`config.mk`:
```
export PLATFORM = sky130hd
export DESIGN_NAME = nvsp_host
export DESIGN_NICKNAME = d
export VERILOG_FILES = /design/src/include/nvsp_pkg.sv /design/src/verilog/nvsp_host.sv /design/src/verilog/nvsp_timer.sv
export SDC_FILE = /design/constraint.sdc
export NUM_CORES = 1
export LEC_CHECK = 0
export BUFFER_PORTS_ARGS = -buffer_cell sky130_fd_sc_hd__clkbuf_2
export CAP_MARGIN = 5
export CORE_MARGIN = 2
export CORE_UTILIZATION = 59
export DETAILED_ROUTE_END_ITERATION = 7
export GPL_ROUTABILITY_DRIVEN = 0
export GPL_TIMING_DRIVEN = 0
export PLACE_DENSITY = 0.95
export SLEW_MARGIN = 20
export SYNTH_ARGS = -nofsm -noshare
export SYNTH_HDL_FRONTEND = slang
export SYNTH_SLANG_ARGS = --single-unit
```
`constraint.sdc`:
```
create_clock -name clock -period 8 [get_ports clock]
set_input_delay 1.6 -clock clock [delete_from_list [all_inputs] [get_ports clock]]
set_output_delay 1.6 -clock clock [all_outputs]
set_load 0.02 [all_outputs]
```
`src/include/nvsp_pkg.sv`:
```
package nvsp_pkg;

  localparam int ADDR_W = 15;
  localparam int DATA_W = 8;

  // bus timing in ns, cycle counts derived at 100 MHz
  localparam int CLK_PERIOD_NS       = 10;
  localparam int ADDR_SETUP_NS       = 10;
  localparam int ACCESS_NS           = 45;
  localparam int DATA_SETUP_NS       = 20;
  localparam int WRITE_PULSE_NS      = 35;
  localparam int RECOVERY_NS         = 10;
  localparam int STORE_TIME_US       = 10000;
  localparam int RECALL_TIME_US      = 20;

  localparam int ADDR_SETUP_CYC  = (ADDR_SETUP_NS + CLK_PERIOD_NS - 1) / CLK_PERIOD_NS;
  localparam int ACCESS_CYC      = (ACCESS_NS + CLK_PERIOD_NS - 1) / CLK_PERIOD_NS + 1;
  localparam int DATA_SETUP_CYC  = (DATA_SETUP_NS + CLK_PERIOD_NS - 1) / CLK_PERIOD_NS;
  localparam int WRITE_PULSE_CYC = (WRITE_PULSE_NS + CLK_PERIOD_NS - 1) / CLK_PERIOD_NS;
  localparam int RECOVERY_CYC    = (RECOVERY_NS + CLK_PERIOD_NS - 1) / CLK_PERIOD_NS;
  localparam int STORE_CYC_DEF   = STORE_TIME_US * 1000 / CLK_PERIOD_NS;
  localparam int RECALL_CYC_DEF  = RECALL_TIME_US * 1000 / CLK_PERIOD_NS;
  localparam int CNT_W           = 24;

  // software sequence addresses
  localparam logic [ADDR_W-1:0] SEQ_ADDR0   = 15'h0e38;
  localparam logic [ADDR_W-1:0] SEQ_ADDR1   = 15'h31c7;
  localparam logic [ADDR_W-1:0] SEQ_ADDR2   = 15'h03e0;
  localparam logic [ADDR_W-1:0] SEQ_ADDR3   = 15'h3c1f;
  localparam logic [ADDR_W-1:0] SEQ_ADDR4   = 15'h303f;
  localparam logic [ADDR_W-1:0] STORE_ADDR  = 15'h0fc0;
  localparam logic [ADDR_W-1:0] RECALL_ADDR = 15'h0c63;

  typedef enum logic [1:0] {
    NVSP_OP_READ   = 2'h0,
    NVSP_OP_WRITE  = 2'h1,
    NVSP_OP_STORE  = 2'h2,
    NVSP_OP_RECALL = 2'h3
  } nvsp_op_t;

  typedef struct packed {
    nvsp_op_t            op;
    logic [ADDR_W-1:0]   addr;
    logic [DATA_W-1:0]   wdata;
  } nvsp_req_t;

  typedef struct packed {
    logic                device_select_n;
    logic                output_drive_n;
    logic                write_strobe_n;
    logic [ADDR_W-1:0]   addr_in;
  } nvsp_pins_t;

endpackage

```
`src/verilog/nvsp_host.sv`:
```
`timescale 1ns/1ps

// Overview of operation
// RL1: reads drive select and output-enable low with write strobe high.
// RL2: one byte of 32768 addressed by 15 bits, eight data lines.
// RL3: read data sampled only after the address access time.
// RL4: read data sampled after the later of select and output delays.
// RL5: address held and strobes kept steady until read data is captured.
// RL6: writes drive select and write strobe low, store pin high.
// RL7: host holds address stable through the whole write cycle.
// RL8: write data driven a setup time before the write strobe rises.
// RL9: output-enable kept high during every write.
// RL10: device floats outputs after write strobe falls if output-enable low.
// RL11: device drives data only while output-enable low in a read.
// RL12: select high between accesses keeps device idle.
// RL13: device holds store pin low during a store; host waits on it.
// RL14: host pulls store pin low to request a hardware store; hsb_request is tied low, so the host never does.
// RL15: host releases store pin so the weak pull-up holds it high.
// RL16: no accesses issued while a store or recall runs.
// RL17: store and recall are bulk operations, one request each.
// RL18: device stores on power down by itself.
// RL19: device recalls at power up; host waits before first access.
// RL20: software store is six select-controlled reads in exact order.
// RL21: software recall uses the same five reads then the recall address.
// RL22: pin stores may be skipped if nothing was written since last.
// RL23: after store pin falls new writes are withheld until it rises.
// RL24: store and recall durations and delays are parameters.
module nvsp_host
  import nvsp_pkg::*;
#(
  parameter int STORE_CYC  = STORE_CYC_DEF,   // rl24 hooks
  parameter int RECALL_CYC = RECALL_CYC_DEF
)
(
  // clock and reset
  input  wire logic              clock,
  input  wire logic              reset,
  // user request
  input  wire logic              req_valid,
  input  wire nvsp_req_t         req,
  output logic                   req_ready,
  output logic                   rsp_valid,
  output logic [DATA_W-1:0]      rsp_data,
  // memory pins
  output nvsp_pins_t             pins,
  input  wire logic [DATA_W-1:0] data_in,
  output logic [DATA_W-1:0]      data_out,
  output logic                   data_oe,
  input  wire logic              store_busy_n_in,
  output logic                   store_busy_n_out,
  output logic                   store_busy_n_oe
);

  typedef enum logic [6:0] {
    ST_BOOT   = 7'h01,
    ST_IDLE   = 7'h02,
    ST_SETUP  = 7'h04,
    ST_STROBE = 7'h08,
    ST_RECOV  = 7'h10,
    ST_HSB    = 7'h20,
    ST_WAIT   = 7'h40
  } nvsp_state_t;

  function automatic logic [ADDR_W-1:0] seq_addr(input logic [2:0] idx, input logic recall);
    case (idx)
      3'h0:    seq_addr = SEQ_ADDR0;
      3'h1:    seq_addr = SEQ_ADDR1;
      3'h2:    seq_addr = SEQ_ADDR2;
      3'h3:    seq_addr = SEQ_ADDR3;
      3'h4:    seq_addr = SEQ_ADDR4;
      default: seq_addr = recall ? RECALL_ADDR : STORE_ADDR;
    endcase
  endfunction

  function automatic logic [CNT_W-1:0] cyc(input int n);
    cyc = CNT_W'(n);
  endfunction

  nvsp_state_t       state, next_state;
  nvsp_req_t         cur, next_cur;
  logic [2:0]        seq_idx, next_seq_idx;
  nvsp_pins_t        next_pins;
  logic [DATA_W-1:0] next_data_out;
  logic              next_data_oe;
  logic              next_hsb_oe;
  logic              next_req_ready;
  logic              next_rsp_valid;
  logic [DATA_W-1:0] next_rsp_data;
  logic              tmr_load;
  logic [CNT_W-1:0]  tmr_value;
  logic              tmr_done;
  logic              boot_load;
  logic              next_boot_load;
  logic              hsb_request;

  nvsp_timer u_timer (
    .clock (clock),
    .reset (reset),
    .load  (tmr_load),
    .value (tmr_value),
    .done  (tmr_done)
  );

  always_comb begin
    next_state     = state;
    next_cur       = cur;
    next_seq_idx   = seq_idx;
    next_pins      = pins;
    next_data_out  = data_out;
    next_data_oe   = data_oe;
    next_hsb_oe    = store_busy_n_oe;
    next_req_ready = 1'b0;
    next_rsp_valid = 1'b0;
    next_rsp_data  = rsp_data;
    tmr_load       = 1'b0;
    tmr_value      = '0;
    next_boot_load = 1'b0;
    case (state)
      ST_BOOT: begin
        // the device recalls at power up; give it the full recall time
        // the timer leaves reset at zero, so it is armed here before it is trusted
        if (boot_load) begin
          tmr_load  = 1'b1;
          tmr_value = cyc(RECALL_CYC); // RL19
        end else if (tmr_done && store_busy_n_in) begin // RL19
          next_state     = ST_IDLE;
          next_req_ready = 1'b1;
        end
      end
      ST_IDLE: begin
        next_req_ready = 1'b1;
        // a store pulled low by anyone blocks new accesses
        if (!store_busy_n_in) begin // RL16 RL23
          next_req_ready = 1'b0;
          next_state     = ST_WAIT;
        end else if (req_valid && req_ready) begin
          next_req_ready = 1'b0;
          next_cur       = req;
          next_seq_idx   = 3'h0;
          if (req.op == NVSP_OP_WRITE) begin
            next_pins.addr_in = req.addr; // RL2 RL7
          end else if (req.op == NVSP_OP_READ) begin
            next_pins.addr_in = req.addr; // RL2
          end else begin
            next_pins.addr_in = seq_addr(3'h0, 1'b0); // RL20 RL21
          end
          tmr_load  = 1'b1;
          tmr_value = cyc(ADDR_SETUP_CYC);
          next_state = ST_SETUP;
        end
      end
      ST_SETUP: begin
        if (tmr_done) begin
          next_pins.device_select_n = 1'b0;
          if (cur.op == NVSP_OP_WRITE) begin
            next_pins.output_drive_n = 1'b1; // RL9
            next_pins.write_strobe_n = 1'b0; // RL6
            next_data_out            = cur.wdata;
            next_data_oe             = 1'b1;
            tmr_value                = cyc(WRITE_PULSE_CYC + DATA_SETUP_CYC); // RL8
          end else begin
            // software sequences are select-controlled reads, output stays off
            next_pins.output_drive_n = (cur.op != NVSP_OP_READ); // RL1 RL20
            next_pins.write_strobe_n = 1'b1;
            tmr_value                = cyc(ACCESS_CYC); // RL3 RL4
          end
          tmr_load   = 1'b1;
          next_state = ST_STROBE;
        end
      end
      ST_STROBE: begin
        if (tmr_done) begin
          if (cur.op == NVSP_OP_READ) begin
            next_rsp_data  = data_in; // RL5 RL11
            next_rsp_valid = 1'b1;
          end
          // address stays put past the rising edge
          next_pins.device_select_n = 1'b1; // RL7 RL12
          next_pins.write_strobe_n  = 1'b1;
          next_pins.output_drive_n  = 1'b1;
          tmr_load   = 1'b1;
          tmr_value  = cyc(RECOVERY_CYC);
          next_state = ST_RECOV;
        end
      end
      ST_RECOV: begin
        if (tmr_done) begin
          next_data_oe = 1'b0;
          if ((cur.op == NVSP_OP_STORE || cur.op == NVSP_OP_RECALL) && seq_idx != 3'h5) begin
            next_seq_idx      = seq_idx + 3'h1;
            next_pins.addr_in = seq_addr(seq_idx + 3'h1, cur.op == NVSP_OP_RECALL); // RL20 RL21
            tmr_load          = 1'b1;
            tmr_value         = cyc(ADDR_SETUP_CYC);
            next_state        = ST_SETUP;
          end else if (cur.op == NVSP_OP_STORE || cur.op == NVSP_OP_RECALL) begin
            // bulk operation now runs; accesses are held off for its full time
            tmr_load   = 1'b1;
            tmr_value  = (cur.op == NVSP_OP_RECALL) ? cyc(RECALL_CYC) : cyc(STORE_CYC); // RL17 RL24
            next_state = ST_BOOT;
          end else begin
            // a store pin already low must not see a ready pulse
            next_req_ready = store_busy_n_in; // RL23
            next_state     = ST_IDLE;
          end
        end
      end
      ST_HSB: begin
        // the device drives the pin low itself once the store starts
        next_hsb_oe = 1'b0; // RL15
        next_state  = ST_WAIT;
      end
      ST_WAIT: begin
        if (store_busy_n_in) begin // RL13
          next_req_ready = 1'b1;
          next_state     = ST_IDLE;
        end
      end
      default: begin
        next_state = ST_BOOT;
      end
    endcase
    // hardware store request: one cycle low pulse on the store pin
    if (state == ST_IDLE && !req_valid && hsb_request) begin // RL14 RL22
      next_hsb_oe    = 1'b1;
      next_req_ready = 1'b0;
      next_state     = ST_HSB;
    end
  end

  assign hsb_request = 1'b0;

  always_ff @(posedge clock) begin
    if (reset) begin
      state            <= ST_BOOT;
      boot_load        <= 1'b1;
      cur              <= '0;
      seq_idx          <= 3'h0;
      pins             <= '{device_select_n: 1'b1, output_drive_n: 1'b1, write_strobe_n: 1'b1, addr_in: '0};
      data_out         <= '0;
      data_oe          <= 1'b0;
      store_busy_n_oe  <= 1'b0;
      req_ready        <= 1'b0;
      rsp_valid        <= 1'b0;
      rsp_data         <= '0;
    end else begin
      state            <= next_state;
      boot_load        <= next_boot_load;
      cur              <= next_cur;
      seq_idx          <= next_seq_idx;
      pins             <= next_pins;
      data_out         <= next_data_out;
      data_oe          <= next_data_oe;
      store_busy_n_oe  <= next_hsb_oe;
      req_ready        <= next_req_ready;
      rsp_valid        <= next_rsp_valid;
      rsp_data         <= next_rsp_data;
    end
  end

  // the pin is only ever pulled low, never driven high
  always_ff @(posedge clock) begin
    store_busy_n_out <= 1'b0;
  end

endmodule

```
`src/verilog/nvsp_timer.sv`:
```
`timescale 1ns/1ps

// loadable down counter; done is high while the count is zero
module nvsp_timer
  import nvsp_pkg::*;
(
  // clock and reset
  input  wire logic             clock,
  input  wire logic             reset,
  // control
  input  wire logic             load,
  input  wire logic [CNT_W-1:0] value,
  output logic                  done
);

  logic [CNT_W-1:0] count;
  logic [CNT_W-1:0] next_count;

  always_comb begin
    next_count = count;
    if (load) begin
      next_count = value;
    end else if (count != '0) begin
      next_count = count - 24'h000001;
    end
  end

  always_ff @(posedge clock) begin
    if (reset) begin
      count <= '0;
    end else begin
      count <= next_count;
    end
  end

  assign done = (count == '0);

endmodule
```
# Word level (Yosys, flattened, before mapping)
# Index checks and enable logic that the tools add are counted.
[totals]
wordCells = 133
output_inout_bits = 39
register_bits = 82
[classes]
n_eq_ne = 27
n_reduce_logical = 23
bitwise = 2
mux = 64
add_sub_neg = 2
[op_table]
columns = ["op", "count"]
rows = [
  ["20-bit case mux with 5 select lines", 1],
  ["15-bit two-way mux", 6],
  ["20-bit two-way mux", 4],
  ["14-bit case mux with 5 select lines", 1],
  ["7-bit two-way mux", 8],
  ["7-bit case mux with 7 select lines", 1],
  ["24-bit two-way mux", 2],
  ["15-bit case mux with 2 select lines", 1],
  ["24-bit zero test", 1],
  ["3-bit two-way mux", 8],
  ["24-bit nonzero test", 1],
  ["24-bit by 1-bit subtractor with 24-bit output, second input constant", 1],
  ["1-bit two-way mux", 23],
  ["2-bit inequality test, second input constant", 10],
  ["3-bit case mux with 2 select lines", 2],
  ["3-bit AND reduction", 4],
  ["11-bit two-way mux", 1],
  ["10-bit two-way mux", 1],
  ["2-bit nonzero test", 5],
  ["1-bit case mux with 4 select lines", 2],
  ["7-bit by 1-bit == test with 1-bit output, second input constant", 1],
  ["7-bit by 2-bit == test with 1-bit output, second input constant", 1],
  ["7-bit by 3-bit == test with 1-bit output, second input constant", 1],
  ["7-bit by 4-bit == test with 1-bit output, second input constant", 1],
  ["22 further kinds", 31],
]

# Longest topological paths before layout
# Gate-level depths: netlist (run 1).
[depth]
ltp_word = 7
mapped_depth = 10
mapped_depth_nobuf = 8

# Modules after synthesis
# From an unflattened synthesis (run 1), not the netlist that was laid out.
[unflattened]
cells_unflattened = 473
area_unflattened_um2 = 4080.2
[by_module_without_submodules]
columns = ["module", "seq_area_each_um2", "cells_per_inst", "area_each_um2", "n_inst"]
rows = [
  ["nvsp_host", 1141.1, 312, 2770.2, 1],
  ["nvsp_timer", 480.5, 161, 1310.0, 1],
]

# Worst setup path after synthesis (run 1)
# Ideal clock, no wire load.
[synth_path]
path_kind = "input-to-reg"
from = "input port req_valid"
to = "register u_timer.count[19]"
arrival_ns = 2.862
stages = 6
path_slack_ns = 5.067
required_ns = 7.929
cell_sequence = "and3_1 -> and3_1 -> clkbuf_1 -> a211oi_1 -> o21ai_0 -> a21oi_1"
[synth_via]
elab_chain_len = 5
elab_cells_between_ends = 6
[synth_rtl]
columns = ["item", "line", "source"]
rows = [
  ["start: declaration", "nvsp_host.sv:39", "input wire logic req_valid,"],
  ["1-bit logical AND (*)", "nvsp_host.sv:136", "end else if (req_valid && req_ready) begin"],
  ["1-bit two-way mux (*)", "nvsp_host.sv:136", ""],
  ["1-bit two-way mux (*)", "nvsp_host.sv:133", "if (!store_busy_n_in) begin"],
  ["1-bit case mux with 4 select lines (*)", "nvsp_host.sv:118", "case (state)"],
  ["24-bit two-way mux / 2-bit nonzero test (equally long branches)", "-", ""],
  ["end signal: assignment", "nvsp_timer.sv:32", "count <= next_count;"],
  ["end: declaration", "nvsp_timer.sv:16", "logic [CNT_W-1:0] count;"],
]
# Mark *: on every way between the ends. The rest lies on a longest branch, timed or not.
# A chain may end at the register's enable or synchronous reset.

# Worst setup path in the final report (run 1)
[layout_path]
from = "input port store_busy_n_in"
to = "register u_timer.count[5]"
[layout_via]
elab_chain_len = 3
elab_cells_between_ends = 4
[layout_rtl]
columns = ["item", "line", "source"]
rows = [
  ["start: declaration", "nvsp_host.sv:49", "input wire logic store_busy_n_in,"],
  ["1-bit two-way mux (*)", "nvsp_host.sv:133", ""],
  ["1-bit case mux with 4 select lines (*)", "nvsp_host.sv:118", ""],
  ["24-bit two-way mux / 2-bit nonzero test (equally long branches)", "-", ""],
]
# Marked as above.

==> results.cfg, run 1 <==
[outcome]
status = completed

[clock_tree]
htree_levels = 3
numCtsBuffers = 9
cts_tree = yes
cts-hold-fix-buffers = 0
clock_path_buffers = 2
clk_latency_ns = 0.36
cts_setup_buffers = 0
cts_root_buffer = clkbuf_8
clk_pin_slew_worst_paths_ns = 0.09
cts_sinks = 81
cts.repair.resized = 0

[detailed_routing]
num_vias = 3924
wl_per_cell_um = 16.04
remaining_drc_errors = 0
avgViaCountPerCell = 6.103
antenna_left = 0
dr.pass1.iters = 7
drtIter0Drc = 427
routed_wl_um = 10310

[synth]
yosys_warnings = 0
ys_types = 51
yosys-top-cells-area = dfxtp_1 42%, nand2_1 6.3%, a21oi_1 5.8%, nor2_1 5.3%, mux2i_1 4.4%
synth_cells = 476
avgSynthCellArea_sq_um = 8.185
seq_area_frac_synth = 0.4162
synth_edf_count = 0
synth_top_cell_by_area = dfxtp_1
ys.flop_type = dfxtp_1
postSynth.asyncResetShare = 0
synth_top_area_frac = 0.4162
ys_ff_latch = 81
netlist_area_sq_mm = 0.003896

[pwr]
intPower_uw = 748.7
p_total_uw = 1185
power.density_mw_per_mm2 = 259.3
combPwrFrac = 0.324
p_leak_uw = 0.001849
switching_share = 0.3681
p_seq_frac = 0.408
power_frac_clock = 0.269
power_switching_uw = 436.2
peakVddDrop_uv = 173.5

[timing]
max_freq_mhz = 300.0
min_period_ns = 3.333
finalCritPeriodShare = 0.4166
finalSetupTns_ns = 0
fin_skew_ns = 0.01030
setup_violations = 0
hold_viol = 0
tightest_slew_ns = 0.9720
rsz0062_at_grt = no
slew_viol_final = 0
relSlewSlack = 0.3429
fin_hold_ws_ns = 0.4517

[critical_path]
crit_path_start_kind = input port
crit_type = in2reg
cp_cell_sequence = clkbuf_2 > and3_1 > nand3_1 > nand2_1 > a21oi_1 > nand2_1 > a21oi_1
worst-endpoint-required_ns = 8.29
worstPathArrival_ns = 3.62
critPathBufInv = 1
cpPeakStageDelay_ns = 0.73
worstSetupEndpointType = flip-flop
crit_slowest_cell = a21oi_1
critical-path-top-delay-family = compound AO/OA/AOI/OAI gates
crit_fanout = 10

[final_layout]
fin_area_sq_mm = 0.004569
final_common_cell = dfxtp_1
diodes = 0
area_growth_pct = 17.28
num-nets-final = 605
drive_gt1_frac = 0.1802
layout_common_cells = 81 x dfxtp_1, 73 x clkbuf_2, 65 x nand2_1

[floorplan]
die_h_um = 85.27
die_width_um = 85.27
start_util = 0.6101
core_sq_mm = 0.006386
io_pins = 76
placementRows = 29
dieArea_sq_mm = 0.007270

[placement]
place_area_sq_mm = 0.004362
dpl.hpwl_um = 7219
port_buffers = 73

[global_routing]
antenna_found_initial = 0
grt_start_max_net_pins = 17
grt_pass1_wl_um = 17230
grt_pass1_vias = 3692
grt-ovfl-total = 0
track_usage = 0.2924

[min_path]
min_path_type = reg2reg

[flow_run]
max_cap_viol_count = 0
[power groups by stage]
stage	combinational (uW)	clock, uW	sequential (uW)
after floorplan	289	0	481
after global placement	356	0	487
after detailed placement	367	0	490
after CTS	375	318	481
after global routing	419	336	488
final	383	318	483
[logic make-up after synthesis]
| group | share of synthesized area |
|---|---|
| compound gates | 0.1718 |
| flops | 0.4162 |
| xor+xnor | 0.04721 |
| fa+ha+maj | 0.02248 |
| simple gates | 0.2537 |
| mux | 0.04367 |
| buf+inv | 0.04399 |
| other cells | 0.0009625 |
[tightest hold or removal path, delay by kind of cell (launching register included)]
family	cells	cell delay (ns)
simple gates	2	0.10
flops	1	0.32
[state kept, by name, indices dropped and copies added, names as in the netlist, 3 cells and up]
signal / flops
state: 6
rsp_data: 8
data_out: 8
u_timer.count: 24
cur: 10
seq_idx: 3
pins: 18
[path summary, 6_finish.rpt]
path	end	cells after the start	startpoint	slack [ns]
hold reg to reg	pins[17]$_SDFFE_PP1P_	2	pins[17]$_SDFFE_PP1P_	0.45
setup / recovery	u_timer.count[5]$_SDFFE_PP0P_	7	store_busy_n_in	4.67
hold / removal	pins[17]$_SDFFE_PP1P_	2	pins[17]$_SDFFE_PP1P_	0.45
setup reg to reg	u_timer.count[8]$_SDFFE_PP0P_	8	u_timer.count[4]$_SDFFE_PP0P_	4.95
[per-stage QoR]
stage	std cells	util	setup WS (ns)
after detailed placement	627	0.6830	4.379
final	643	0.7155	4.667
after global placement	627	0.6830	4.451
after floorplan	477	-	5.067
after CTS	643	0.7155	4.731
after global routing	643	0.7155	4.520
[synth_stat cells (3+ instances only)]
library cell	instances
or4_1	9
and3_1	4
ha_1	7
o21a_1	6
a21oi_1	45
mux2i_1	17
nand3_1	12
o211ai_1	7
xor2_1	9
clkbuf_1	21
nor4b_1	3
nand4_1	3
buf_4	3
inv_1	9
xnor2_1	12
a211oi_1	10
a21o_1	4
o31ai_1	4
a31oi_1	4
dfxtp_1	81
nor3_1	21
nor4_1	10
o21ai_0	11
nor2_1	55
or3_1	3
nand2_1	65
nand2b_1	8
[area by class of cell]
cell class                      instances  area [sq um]
Multi-Input combinational cell        358          2107
Sequential cell                        81          1622
Tap cell                               77         96.34
Clock inverter                          7         83.83
Inverter                                9         33.78
Clock buffer                            9         123.9
Buffer                                 29         137.6
Fill cell                             437          1817
Timing Repair Buffer                   73         365.4
[layer usage]
layer / share of wire / track usage
met5: 0 / 0
met1: 0.41 / 0.3719
met4: 0.030 / 0.1443
met3: 0.090 / 0.06128
met2: 0.47 / 0.4716
Note: power is estimated with default switching activity, not from simulation.
==> run 2, diff against run 1 <==
ABC_AREA = 1   (was default)
CORE_UTILIZATION = 56   (was 59)
PLACE_DENSITY = 0.91   (was 0.95)
clock period = 3.14 ns   (was 8 ns; I/O delays follow)
==> results.cfg, run 2 <==
[pwr]
power_frac_clock = 0.185
power.density_mw_per_mm2 = 832.2
power_switching_uw = 1921
intPower_uw = 2311
combPwrFrac = 0.499
peakVddDrop_uv = 403.4
p_leak_uw = 0.002456
p_seq_frac = 0.316
switching_share = 0.4540

[floorplan]
die_width_um = 92.52
dieArea_sq_mm = 0.008560
core_sq_mm = 0.007647
start_util = 0.5738
die_h_um = 92.52
io_pins = 76
placementRows = 32

[outcome]
status = completed

[clock_tree]
cts_tree = yes
cts-hold-fix-buffers = 0
clk_pin_slew_worst_paths_ns = 0.09
numCtsBuffers = 9
cts_sinks = 81
cts_root_buffer = clkbuf_8
htree_levels = 3
clk_latency_ns = 0.36
clock_path_buffers = 2
cts_setup_buffers = 0
cts.repair.resized = 0

[critical_path]
cpPeakStageDelay_ns = 0.36
cp_num_cells = 12
crit_slowest_cell = dfxtp_1
worstSetupEndpointType = flip-flop
crit_end = pins[7]$_SDFFE_PP0P_
worstPathArrival_ns = 2.44
crit_start = seq_idx[0]$_SDFFE_PP0P_
r2r_setup_slack_ns = 1.0
crit_path_start_kind = flip-flop
r2r_start = seq_idx[0]$_SDFFE_PP0P_
worst-endpoint-required_ns = 3.43
critical-path-top-delay-family = simple AND/OR/NAND/NOR gates
crit_type = reg2reg
crit_fanout = 5
cp_cell_sequence = ha_1 > ha_1 > inv_1 > nand2_1 > nand2_1 > nor2_1 > nand2_1 > nor2_1 > o21ai_0 > nand2_1 > nor2_1 > nor2_1
r2r_cells = 12
r2r-end = pins[7]$_SDFFE_PP0P_
critPathBufInv = 1

[final_layout]
regMostFlops = u_timer.count
largest_reg_flops = 24
final_cells = 827
final-seq-area_sq_mm = 0.001622
fill_cells = 661
final_common_cell = nor2_1
num-nets-final = 764
drive_gt1_frac = 0.2234
diodes = 0
area_growth_pct = 15.88
layout_common_cells = 173 x nor2_1, 106 x nand2_1, 81 x dfxtp_1
fin_util = 0.6649
multi_input_area_sq_mm = 0.002432
top_regs = u_timer.count: 24 flops, pins: 18 flops, cur: 10 flops

[synth]
synthTopCellsByCount = 173 x nor2_1, 106 x nand2_1, 81 x dfxtp_1, 46 x inv_1, 39 x o21ai_0
synth_top_family_by_area = simple AND/OR/NAND/NOR gates
synth_top_cell_by_area = dfxtp_1
synth_top_area_frac = 0.3695
avgSynthCellArea_sq_um = 6.910
synthSimpleGateAreaFrac = 0.3912
synth_cells = 635
yosys-top-cells-area = dfxtp_1 37%, nor2_1 15%, nand2_1 9.1%, o21ai_0 4.4%, inv_1 3.9%
yosys_warnings = 0
netlist_area_sq_mm = 0.004388
ys.flop_type = dfxtp_1
seq_area_frac_synth = 0.3695
synth_xor_xnor_area_share = 0.03593
synthAdderAreaFrac = 0.01996
postSynth.asyncResetShare = 0
ys_types = 44
yosys-mux-area-fraction = 0
ys_ff_latch = 81
synth_edf_count = 0
synth_compound_area_frac = 0.1055
yosysMostFrequentCell = nor2_1

[timing]
fin_ws_ns = 0.9963
tightest_slew_ns = 0.6383
finalCritPeriodShare = 0.6827
fin_hold_ws_ns = 0.3730
relSlewSlack = 0.5744
slew_viol_final = 0
hold_viol = 0
rsz0062_at_grt = no
finalSetupTns_ns = 0
fin_skew_ns = 0.01939
min_period_ns = 2.144
setup_violations = 0
max_freq_mhz = 466.5

[global_routing]
grt-ovfl-total = 0
grt_start_max_net_pins = 16
track_usage = 0.2516
antenna_found_initial = 0
grt_pass1_wl_um = 17550
grt_pass1_vias = 4077

[detailed_routing]
wl_per_cell_um = 12.81
antenna_left = 0
avgViaCountPerCell = 5.238
drtIter0Drc = 179
remaining_drc_errors = 0
routed_wl_um = 10590
num_vias = 4332
dr.pass1.iters = 4

[placement]
dpl.hpwl_um = 8155
port_buffers = 73
pre_cts_ws_ns = 1.059
dp.cells = 811

[min_path]
min_path_type = in2reg

[flow_run]
max_cap_viol_count = 0
-- run 2: cell type report --
type	instances	share of cell area
Clock inverter	6	0.01427
Inverter	57	0.04257
Timing Repair Buffer	73	0.07185
Clock buffer	10	0.02510
Buffer	18	0.02387
Multi-Input combinational cell	480	0.4783
Tap cell	102	0.02510
Sequential cell	81	0.3189
-- run 2: worst min-delay path by stage --
| stage | endpoint | cells past startpoint | slack (ns) | from |
|---|---|---|---|---|
| after floorplan | u_timer.count[23]$_SDFFE_PP0P_ | 2 | 0.46 | u_timer.count[23]$_SDFFE_PP0P_ |
| after global placement | pins[17]$_SDFFE_PP1P_ | 2 | 0.44 | pins[17]$_SDFFE_PP1P_ |
| after detailed placement | pins[17]$_SDFFE_PP1P_ | 2 | 0.45 | pins[17]$_SDFFE_PP1P_ |
| after CTS | boot_load$_DFF_P_ | 1 | 0.36 | reset |
| after global routing | boot_load$_DFF_P_ | 1 | 0.37 | reset |
| final | boot_load$_DFF_P_ | 1 | 0.37 | reset |
-- run 2: per-layer routing --
layer / vias up / track usage / part of all wire
met5: - / 0 / 0
met4: 0 / 0.09577 / 0.023
met3: 25 / 0.05533 / 0.067
met2: 148 / 0.4568 / 0.51
met1: 1975 / 0.2867 / 0.40
li1: 2184 / - / -
-- run 2: through the flow --
step | total power (uW) | area, sq um
6_report | 4232 | 5085
5_1_grt | 4569 | 5085
4_1_cts | 4228 | 5085
3_5_place_dp | 3439 | 4885
3_3_place_gp | 3354 | 4885
2_1_floorplan | 3027 | 4392
-- run 2: kinds of logic (layout without fill, tap and decap cells) --
| group | after synthesis | in the layout |
|---|---|---|
| and+or+nand+nor | 369 | 369 |
| other | 1 | 2 |
| buffers and inverters | 75 | 164 |
| xor gates and xnor gates | 18 | 18 |
| AOI/OAI and AO/OA | 84 | 84 |
| DFF | 81 | 81 |
| adders and majority gates | 7 | 7 |
-- run 2: power by group through the flow --
stage	Clock, uW	Sequential, uW	Combinational [uW]
finish	783	1340	2110
global route	835	1350	2380
global placement	0	1350	2010
CTS	798	1330	2100
floorplan	0	1320	1710
detailed placement	0	1350	2090
